[config.mk]
export PLATFORM = sky130hd
export DESIGN_NAME = lptc_top
export DESIGN_NICKNAME = d
export VERILOG_FILES = /design/src/core/lptc_pkg.sv /design/src/core/lptc_top.sv
export VERILOG_INCLUDE_DIRS = /design/src /design/src/core
export SDC_FILE = /design/constraint.sdc
export NUM_CORES = 1
export LEC_CHECK = 0
export ABC_AREA = 1
export BUFFER_PORTS_ARGS = -buffer_cell sky130_fd_sc_hd__buf_2
export CAP_MARGIN = 25
export CORE_MARGIN = 10
export CORE_UTILIZATION = 60
export CTS_CLUSTER_SIZE = 28
export DETAILED_ROUTE_END_ITERATION = 8
export PLACE_DENSITY = 0.86
export SLEW_MARGIN = 20
export SYNTH_ARGS = -nofsm -noshare
export SYNTH_HDL_FRONTEND = slang
export SYNTH_SLANG_ARGS = --single-unit
export TNS_END_PERCENT = 10
[constraint.sdc]
create_clock -name hclk -period 4.4 [get_ports hclk]
set_input_delay 0.44 -clock hclk [delete_from_list [all_inputs] [get_ports hclk]]
set_output_delay 0.44 -clock hclk [all_outputs]
set_load 0.05 [all_outputs]
[src/core/lptc_params.svh]
`ifndef LPTC_PARAMS_SVH
`define LPTC_PARAMS_SVH

// ----------------------------------------------------------------
// register byte offsets (low 16 address bits)
// ----------------------------------------------------------------
`define LPTC_OFF_CTL      16'hf024
`define LPTC_OFF_CNT      16'hf028
`define LPTC_OFF_CMP0     16'hf02c
`define LPTC_OFF_CMP1     16'hf030
`define LPTC_OFF_CMP2     16'hf034
`define LPTC_OFF_FLAGS    16'hf038
`define LPTC_OFF_INTSTAT  16'hf03c

// ----------------------------------------------------------------
// control field positions
// ----------------------------------------------------------------
`define LPTC_CTL_RUN      0
`define LPTC_CTL_CLR      1
`define LPTC_CTL_PRE_LO   2
`define LPTC_CTL_PRE_HI   13
`define LPTC_CTL_TICK_IE  14
`define LPTC_CTL_CMP_IE   15
`define LPTC_CTL_OVF_IE   18
`define LPTC_CTL_TICK_EE  19
`define LPTC_CTL_CMP_EE   20
`define LPTC_CTL_OVF_EE   23

// ----------------------------------------------------------------
// reset values, key and timing
// ----------------------------------------------------------------
`define LPTC_CTL_RST      32'h00000000
`define LPTC_CNT_RST      24'h000000
`define LPTC_CMP_RST      24'h000000
`define LPTC_OVF_KEY      32'h5a5aa5a5
`define LPTC_OVF_LOAD     24'hfffff0
`define LPTC_CLK_HZ       50000000
`define LPTC_LF_HZ        32768
`define LPTC_LF_DIV       (`LPTC_CLK_HZ / `LPTC_LF_HZ)

`endif

[src/core/lptc_pkg.sv]
package lptc_pkg;

  // one bit per event source, also the layout of the interrupt status
  typedef struct packed {
    logic       ovf;
    logic [2:0] cmp;
    logic       tick;
  } lptc_evt_t;

  typedef enum logic [1:0] {
    LPTC_BUS_IDLE,
    LPTC_BUS_WR,
    LPTC_BUS_RD,
    LPTC_BUS_RDONE
  } lptc_bus_st_t;

endpackage

[src/core/lptc_top.sv]
// Local design decision: the AHB-Lite slave port.
`timescale 1ns/1ns
`include "lptc_params.svh"
// Function
// 24-bit up-counter fed through prescaler
// 12-bit prescaler, rate 32768/(value+1)
// bit 0 run/stop; prescaler locked while running
// bit 1 clears counter, self-clears
// bit 14 enables tick interrupt
// bits 15-17 enable comparator interrupts
// bit 18 enables overflow interrupt
// bit 19 enables tick event output
// bits 20-22 enable comparator event outputs
// bit 23 enables overflow event output
// counter read: low 24 bits, upper zero
// key write loads counter with fffff0
// three writable 24-bit compare values, reset zero
// flag register: compare bits 0-2, overflow 3
// tick generator on prescaled counter clock
// counter equal compare value sets flag
// wrap to zero sets overflow; tick per step
module lptc_top #(
  parameter int LF_DIV = `LPTC_LF_DIV
) (
  input  wire logic               hclk,
  input  wire logic               hresetn,
  input  wire logic               hsel,
  input  wire logic [31:0]        haddr,
  input  wire logic [1:0]         htrans,
  input  wire logic               hwrite,
  input  wire logic [2:0]         hsize,
  input  wire logic [31:0]        hwdata,
  input  wire logic               hready,
  output logic                    hreadyout,
  output logic                    hresp,
  output logic [31:0]             hrdata,
  output logic                    irq,
  output lptc_pkg::lptc_evt_t     evt_out
);

  localparam int DIVW = (LF_DIV > 2) ? $clog2(LF_DIV) : 1;
  localparam int NCMP = 3;

  // ----------------------------------------------------------------
  // ahb-lite slave
  // ----------------------------------------------------------------
  lptc_pkg::lptc_bus_st_t bus_st_reg;
  logic [15:0]            addr_reg;
  logic                   wsize_ok_reg;
  logic                   hready_reg;
  logic [31:0]            hrdata_reg;
  logic                   accept;
  logic                   wr_en;
  logic [31:0]            rd_mux;

  // reads take one wait state so the data word always comes from a flop
  // and already reflects a write finished on the accepting edge
  assign accept = hsel && htrans[1] && hready;
  assign wr_en  = (bus_st_reg == lptc_pkg::LPTC_BUS_WR) && wsize_ok_reg;

  always_ff @(posedge hclk or negedge hresetn) begin
    if (!hresetn) begin
      bus_st_reg   <= lptc_pkg::LPTC_BUS_IDLE;
      addr_reg     <= 16'h0000;
      wsize_ok_reg <= 1'b0;
      hready_reg   <= 1'b1;
    end else begin
      unique case (bus_st_reg)
        lptc_pkg::LPTC_BUS_RD: begin
          bus_st_reg <= lptc_pkg::LPTC_BUS_RDONE;
          hready_reg <= 1'b1;
        end
        default: begin
          if (accept) begin
            bus_st_reg   <= hwrite ? lptc_pkg::LPTC_BUS_WR : lptc_pkg::LPTC_BUS_RD;
            addr_reg     <= haddr[15:0];
            wsize_ok_reg <= (hsize == 3'h2);
            hready_reg   <= hwrite;
          end else begin
            bus_st_reg <= lptc_pkg::LPTC_BUS_IDLE;
          end
        end
      endcase
    end
  end

  always_ff @(posedge hclk or negedge hresetn) begin
    if (!hresetn) begin
      hrdata_reg <= 32'h00000000;
    end else if (bus_st_reg == lptc_pkg::LPTC_BUS_RD) begin
      hrdata_reg <= rd_mux;
    end
  end

  assign hreadyout = hready_reg;
  assign hrdata    = hrdata_reg;

  always_ff @(posedge hclk or negedge hresetn) begin
    if (!hresetn) begin
      hresp <= 1'b0;
    end else begin
      hresp <= 1'b0;
    end
  end

  // ----------------------------------------------------------------
  // control register
  // ----------------------------------------------------------------
  logic [31:0] ctl_reg;
  logic        run;
  logic [11:0] presc_val;
  logic        ctl_wr;
  logic        cnt_wr;

  assign ctl_wr    = wr_en && (addr_reg == `LPTC_OFF_CTL);
  assign cnt_wr    = wr_en && (addr_reg == `LPTC_OFF_CNT);
  assign run       = ctl_reg[`LPTC_CTL_RUN];
  assign presc_val = ctl_reg[`LPTC_CTL_PRE_HI:`LPTC_CTL_PRE_LO];

  always_ff @(posedge hclk or negedge hresetn) begin
    if (!hresetn) begin
      ctl_reg <= `LPTC_CTL_RST;
    end else if (ctl_wr) begin
      ctl_reg <= hwdata;
      if (run) begin
        ctl_reg[`LPTC_CTL_PRE_HI:`LPTC_CTL_PRE_LO] <= presc_val;
      end
    end else if (ctl_reg[`LPTC_CTL_CLR]) begin
      ctl_reg[`LPTC_CTL_CLR] <= 1'b0;
    end
  end

  // ----------------------------------------------------------------
  // low-frequency timebase and prescaler
  // ----------------------------------------------------------------
  logic [DIVW-1:0] lf_div_reg;
  logic            lf_tick;
  logic [11:0]     presc_reg;
  logic            cnt_step;

  // the 32768 hz rate is approximated by an integer divider of hclk
  assign lf_tick  = (lf_div_reg == DIVW'(LF_DIV - 1));
  // >= so a field lowered while stopped cannot strand the count above it
  assign cnt_step = lf_tick && run && (presc_reg >= presc_val);

  always_ff @(posedge hclk or negedge hresetn) begin
    if (!hresetn) begin
      lf_div_reg <= '0;
    end else if (lf_tick) begin
      lf_div_reg <= '0;
    end else begin
      lf_div_reg <= lf_div_reg + DIVW'(1);
    end
  end

  always_ff @(posedge hclk or negedge hresetn) begin
    if (!hresetn) begin
      presc_reg <= 12'h000;
    end else if (ctl_reg[`LPTC_CTL_CLR]) begin
      presc_reg <= 12'h000;
    end else if (lf_tick && run) begin
      presc_reg <= cnt_step ? 12'h000 : presc_reg + 12'h001;
    end
  end

  // ----------------------------------------------------------------
  // counter
  // ----------------------------------------------------------------
  logic [23:0] cnt_reg;
  logic [23:0] cnt_inc;
  logic        key_hit;

  assign cnt_inc = cnt_reg + 24'h000001;
  assign key_hit = cnt_wr && (hwdata == `LPTC_OVF_KEY);

  always_ff @(posedge hclk or negedge hresetn) begin
    if (!hresetn) begin
      cnt_reg <= `LPTC_CNT_RST;
    end else if (ctl_reg[`LPTC_CTL_CLR]) begin
      cnt_reg <= `LPTC_CNT_RST;
    end else if (key_hit) begin
      cnt_reg <= `LPTC_OVF_LOAD;
    end else if (cnt_step) begin
      cnt_reg <= cnt_inc;
    end
  end

  // ----------------------------------------------------------------
  // comparators
  // ----------------------------------------------------------------
  logic [23:0]         cmp_reg [NCMP];
  wire  [NCMP-1:0]     cmp_hit;
  lptc_pkg::lptc_evt_t evt_now;

  genvar gi;
  generate
    for (gi = 0; gi < NCMP; gi++) begin : g_cmp
      logic cmp_wr;
      assign cmp_wr = wr_en && (addr_reg == (`LPTC_OFF_CMP0 + 16'(4 * gi)));
      always_ff @(posedge hclk or negedge hresetn) begin
        if (!hresetn) begin
          cmp_reg[gi] <= `LPTC_CMP_RST;
        end else if (cmp_wr) begin
          cmp_reg[gi] <= hwdata[23:0];
        end
      end
      // match is taken on the step that makes the counter equal
      assign cmp_hit[gi] = cnt_step && (cnt_inc == cmp_reg[gi]);
    end
  endgenerate

  // one driver for the whole event word; per-channel hits arrive on a net
  assign evt_now = {cnt_step && (cnt_reg == 24'hffffff),
                    cmp_hit,
                    cnt_step};

  // ----------------------------------------------------------------
  // status, interrupt and event outputs
  // ----------------------------------------------------------------
  lptc_pkg::lptc_evt_t status_reg;
  lptc_pkg::lptc_evt_t w1c;
  lptc_pkg::lptc_evt_t int_en;
  lptc_pkg::lptc_evt_t evt_en;

  assign w1c    = (wr_en && (addr_reg == `LPTC_OFF_INTSTAT)) ? hwdata[4:0] : 5'h00;
  assign int_en = {ctl_reg[`LPTC_CTL_OVF_IE],
                   ctl_reg[`LPTC_CTL_CMP_IE+2:`LPTC_CTL_CMP_IE],
                   ctl_reg[`LPTC_CTL_TICK_IE]};
  assign evt_en = {ctl_reg[`LPTC_CTL_OVF_EE],
                   ctl_reg[`LPTC_CTL_CMP_EE+2:`LPTC_CTL_CMP_EE],
                   ctl_reg[`LPTC_CTL_TICK_EE]};

  // a new event beats a clear in the same cycle
  always_ff @(posedge hclk or negedge hresetn) begin
    if (!hresetn) begin
      status_reg <= '0;
    end else begin
      status_reg <= (status_reg & ~w1c) | evt_now;
    end
  end

  always_ff @(posedge hclk or negedge hresetn) begin
    if (!hresetn) begin
      irq <= 1'b0;
    end else begin
      irq <= |(status_reg & int_en);
    end
  end

  always_ff @(posedge hclk or negedge hresetn) begin
    if (!hresetn) begin
      evt_out <= '0;
    end else begin
      evt_out <= evt_now & evt_en;
    end
  end

  // ----------------------------------------------------------------
  // read mux
  // ----------------------------------------------------------------
  always_comb begin
    rd_mux = 32'h00000000;
    unique case (addr_reg)
      `LPTC_OFF_CTL:     rd_mux = ctl_reg;
      `LPTC_OFF_CNT:     rd_mux = {8'h00, cnt_reg};
      `LPTC_OFF_CMP0:    rd_mux = {8'h00, cmp_reg[0]};
      `LPTC_OFF_CMP1:    rd_mux = {8'h00, cmp_reg[1]};
      `LPTC_OFF_CMP2:    rd_mux = {8'h00, cmp_reg[2]};
      `LPTC_OFF_FLAGS:   rd_mux = {28'h0000000, status_reg.ovf, status_reg.cmp};
      `LPTC_OFF_INTSTAT: rd_mux = {27'h0000000, status_reg};
      default:           rd_mux = 32'h00000000;
    endcase
  end
endmodule // lptc_top

# == After elaboration in Yosys (flattened, before gate mapping) ==
# Index checks and enable logic that the tools add are counted.
# classes
add_sub_neg,3
mul,0
div_mod_pow,0
order_cmp,1
n_eq_ne,16
shift,0
mux,15
bitwise_logic,7
reduce_logical,22
# ops
operator,n
$pmux W32 S7,1
$eq A16 B16 Y1 const B,7
$eq A24 B24 Y1,3
$mux W24,3
$mux W12,3
$eq A32 B31 Y1 const B,1
$add A24 B1 Y24 const B,1
$eq A24 B24 Y1 const B,1
$logic_and A1 B1 Y1,16
$and A5 B5 Y5,3
$add A12 B1 Y12 const B,1
$ge A12 B12 Y1,1
$add A11 B1 Y11 const B,1
$eq A11 B11 Y1 const B,1
$mux W11,1
$mux W2,3
$mux W5,1
$not A5 Y5,1
$or A5 B5 Y5,1
$reduce_or A5 Y1,1
$reduce_and A2 Y1,2
$reduce_bool A2 Y1,2
$eq A3 B2 Y1 const B,1
$mux W1,3
4 further kinds,5
# word_totals
register_bits,214
latch_bits,0
ram_bits,0
rom_bits,0
inputBits,74
out_inout_bits,40
wordCells,85
memories,0

# == Longest topological paths before layout ==
# logic_depth
word_depth,7
mapped_depth,16
ltp_nobuf,15

# == Least setup slack after synthesis ==
# OpenSTA, ideal clock, no wires.
# synth_path
path_type,reg-to-reg
from,register presc_reg[9]
to,register cnt_reg[16]
t_arrival_ns,1.744
t_required_ns,4.277
path_slack_ns,2.533
stages_incl_launch_ff,11
period_less_slack_ns,1.867
path_cell_list,dfrtp_1 -> ha_1 -> a21oi_1 -> nor2_1 -> nor2_1 -> nand4_1 -> nand2_1 -> nand2_2 -> nor2_2 -> buf_2 -> o21ai_1
# synth_between
elab_chain_len,3
# synth_rtl
item,line,source
"start, declared",lptc_top.sv:138,logic [11:0] presc_reg;
"start signal, assigned",lptc_top.sv:162,presc_reg <= cnt_step ? 12'h000 : presc_reg + 12'h001;
$ge A12 B12 Y1,lptc_top.sv:144,assign cnt_step = lf_tick && run && (presc_reg >= presc_val);
$logic_and A1 B1 Y1,lptc_top.sv:144,
$reduce_bool A3 Y1 (no source line),n/a,
"end signal, assigned",lptc_top.sv:178,cnt_reg <= `LPTC_CNT_RST;
"end signal, assigned",lptc_top.sv:180,cnt_reg <= `LPTC_CNT_RST;
"end signal, assigned",lptc_top.sv:182,cnt_reg <= `LPTC_OVF_LOAD;
"end, declared",lptc_top.sv:169,logic [23:0] cnt_reg;
# No other way between the ends.
# A chain may end at the register's enable or synchronous reset.

# == Worst setup path after layout ==
# layout_path
from,register addr_reg[7]
to,register hrdata_reg[20] (netlist: hrdata[20])
# layout_between
elab_chain_len,2
word_cells_on_any_way,8
cone_classes,eq/ne (7); mux (1)
# layout_rtl
item,line,source
"start, declared",lptc_top.sv:48,logic [15:0] addr_reg;
"start signal, assigned",lptc_top.sv:76,addr_reg <= haddr[15:0];
$eq A16 B16 Y1,lptc_top.sv:263,unique case (addr_reg)
$pmux W32 S7 (*),lptc_top.sv:263,
"end signal, assigned",lptc_top.sv:91,hrdata_reg <= rd_mux;
"end, declared",lptc_top.sv:51,logic [31:0] hrdata_reg;
# Mark *: on every way between the ends. The rest lies on a longest branch, timed or not.

==> impl_metrics.toml <==
[detailed_routing]
routedLengthMet1_mm = 13.9
finalWirelength_mm = 35.0
dr_wl_met3_mm = 3.50
antenna_left = 0
top_layer_used = "met4"
remaining_drc_errors = 0
firstDrtPassIters = 6
drtIter0Drc = 1244
wl_met2_mm = 16.3
wl_per_cell_um = 17.7
via_per_inst = 5.79
vias = 11500

[floorplan]
die_width_um = 160
fp-row-count = 51
core-area_mm2 = 0.0194
die_h_um = 160
initial_core_util = 0.607
dieArea_mm2 = 0.0256
num_io_pins = 114

[timing]
drv_slew = 0
max_slew_margin = 0.264
fin_skew_ps = 10.5
fmax_mhz = 337
setup_viol = 0
rsz0062_at_grt = "no"
finalSetupTns_ps = 0
worst_pin_slew_ps = 1100
min_period_ps = 2970
hold_viol = 0
fin_crit_sh = 0.674

[global_routing]
grt_pass1_wl_mm = 57.0
grt_pass1_vias = 11200
grt_max_degree = 127
gr-total-overflow = 0
grtUsageTotal = 0.269
antenna_found_initial = 0

[power]
power.density_mw_per_mm2 = 333
total_power_mw = 4.41
power.leakage_nw = 7.56
irDropWorstVdd_mv = 0.303

[finish]
largest_reg_flops = 72
diodes = 0
final_cells = 1977
final_core_util = 0.684
fin_nets = 1787
area_growth_pct = 12.7
drive_gt1_frac = 0.113

[worst_setup_path]
required_ps = 4850
start_kind = "flop"
cp.arrival_ps = 3420
path_class = "flop to flop"
endpoint_kind = "flop"
cp_max_fo = 22
cpPeakStageDelay_ps = 810
crit_path_top_delay_cell = "nand2_1"
critPathBufInv = 0
crit_chain = "nor2_1 > nand3_1 > nor4_2 > nand2_1 > o22ai_1 > o21ai_0 > nand2_1"
crit_path_frequent_cell = "nand2_1"
critPathTopFamily = "simple AND/OR/NAND/NOR gates"

[clock_tree]
hold_buffers = 0
cts_resized = 0
clock_latency_ps = 520
path_clk_slew_ps = 60
cts_tree = "yes"
cts_root_buffer = "clkbuf_16"
cts_buffers = 23
cts_num_sinks = 214
htree_levels = 1
cts_setup_buffers = 0
cts_max_path_buffers = 3

[synth]
synth_top_family_by_area = "simple AND/OR/NAND/NOR gates"
synth_adder_area_share = 0.0170
synth_xor_area_frac = 0.0139
synth_cell_types = 43
synthesis.instances = 1613
syn-cell-area_mm2 = 0.0118
synth_top_area_frac = 0.452
yosysTopAreaCell = "dfrtp_1"
synth_edf_count = 0
async_flop_share = 1.00
yosys_warnings = 0
ys_ff_latch = 214
synth_compound_area_frac = 0.120
post_synth.cell_area_avg_um2 = 7.30
synth_nets = 1703
synth-simple-area-share = 0.313
synth-seq-area-share = 0.455
synth_flop_cell = "dfrtp_1"
synthMuxAreaShare = 0
synthTopCellsByArea = "dfrtp_1 45%, nand2_1 17%, o21ai_0 6.8%"

[worst_hold_path]
worstHoldPathType = "input pin to asynchronous set/reset pin"

[place]
dp.cells = 1937
io_buffers = 95
gp_congestion = 0.974
hpwl_mm = 24.4

[run_status]
status = "completed"

[flow_run]
maxCapViolCount = 0
[through the flow]
| stage | area, um2 | setup WS [ps] | hold WS [ps] |
|---|---|---|---|
| 2_1_floorplan | 11800 | 2530 | 144 |
| 3_3_place_gp | 12500 | 1640 | 450 |
| 3_5_place_dp | 12500 | 1580 | 459 |
| 4_1_cts | 13300 | 1570 | 84.6 |
| 5_1_grt | 13300 | 1230 | 111 |
| 6_report | 13300 | 1430 | 40.0 |
[cells by family after synthesis]
logic type / count (synthesis)
and+or+nand+nor: 864
AOI/OAI and AO/OA: 256
buffers and inverters: 248
DFF: 214
adders and majority gates: 16
xor gates and xnor gates: 14
other: 1
[layout make-up]
cell class	count	area, um2
clock inverter	7	88.8
inverter	196	736
fill	1650	6130
clock buffer	33	683
timing repair buffer	111	606
multi-input combinational	1151	5470
tap	265	332
sequential	214	5360
[cells in the mapped netlist, types with 2 or more instances]
| master | number |
|---|---|
| nor4_1 | 2 |
| inv_2 | 2 |
| o221ai_1 | 18 |
| xnor3_1 | 3 |
| ha_1 | 16 |
| nand3_1 | 133 |
| nand4_2 | 2 |
| inv_1 | 194 |
| nand4_1 | 24 |
| nor2_2 | 12 |
| nor2_8 | 2 |
| a31oi_1 | 2 |
| o21ai_1 | 14 |
| dfrtp_1 | 213 |
| nand2_1 | 548 |
| nor2_4 | 4 |
| xor2_1 | 10 |
| nand2_2 | 16 |
| nor2_1 | 101 |
| and3_1 | 3 |
| buf_4 | 2 |
| o21ai_0 | 161 |
| a21oi_1 | 20 |
| o22ai_1 | 36 |
| clkbuf_1 | 37 |
| nor3_1 | 10 |
| buf_2 | 12 |
[final timing paths]
kind                       cells after the start        start           to  slack, ps
setup / recovery                               7  addr_reg[7]   hrdata[20]       1430
hold / removal                                 1      hresetn   evt_out[2]         40
setup reg to reg                               7  addr_reg[7]   hrdata[20]       1430
hold reg to reg                                2   hrdata[19]   hrdata[19]        470
max in group asynchronous                      2      hresetn    hreadyout       3290
min in group hclk                              3     haddr[1]  addr_reg[1]        120
[placed cells by master (no fill, tap or decap), types with 3 or more instances in the layout]
cell,instances
buf_2,94
o21ai_0,161
clkbuf_8,7
clkbuf_16,23
nand2_1,548
nand2_2,16
xnor3_1,3
nand3_1,133
nor3_1,10
dfrtp_1,213
nor2_4,4
inv_1,194
xor2_1,10
o22ai_1,36
o21ai_1,14
ha_1,16
clkbuf_1,3
nand4_1,24
nor2_2,12
a21oi_1,20
buf_4,16
o221ai_1,18
nor2_1,101
clkinv_2,4
and3_1,3
[power by group]
group          total, mW  switching, mW  internal, mW
logic              0.347          0.264        0.0825
registers           2.07         0.0425          2.03
clock network       2.00          0.804          1.19
total               4.41           1.11          3.30
[layer usage]
| layer | vias to the layer above | global-route usage |
|---|---|---|
| met5 | - | 0 |
| met4 | 0 | 0.111 |
| met3 | 105 | 0.0494 |
| met2 | 649 | 0.437 |
| met1 | 5321 | 0.348 |
| li1 | 5380 | - |
No activity file was read; power rests on OpenSTA's default activity.
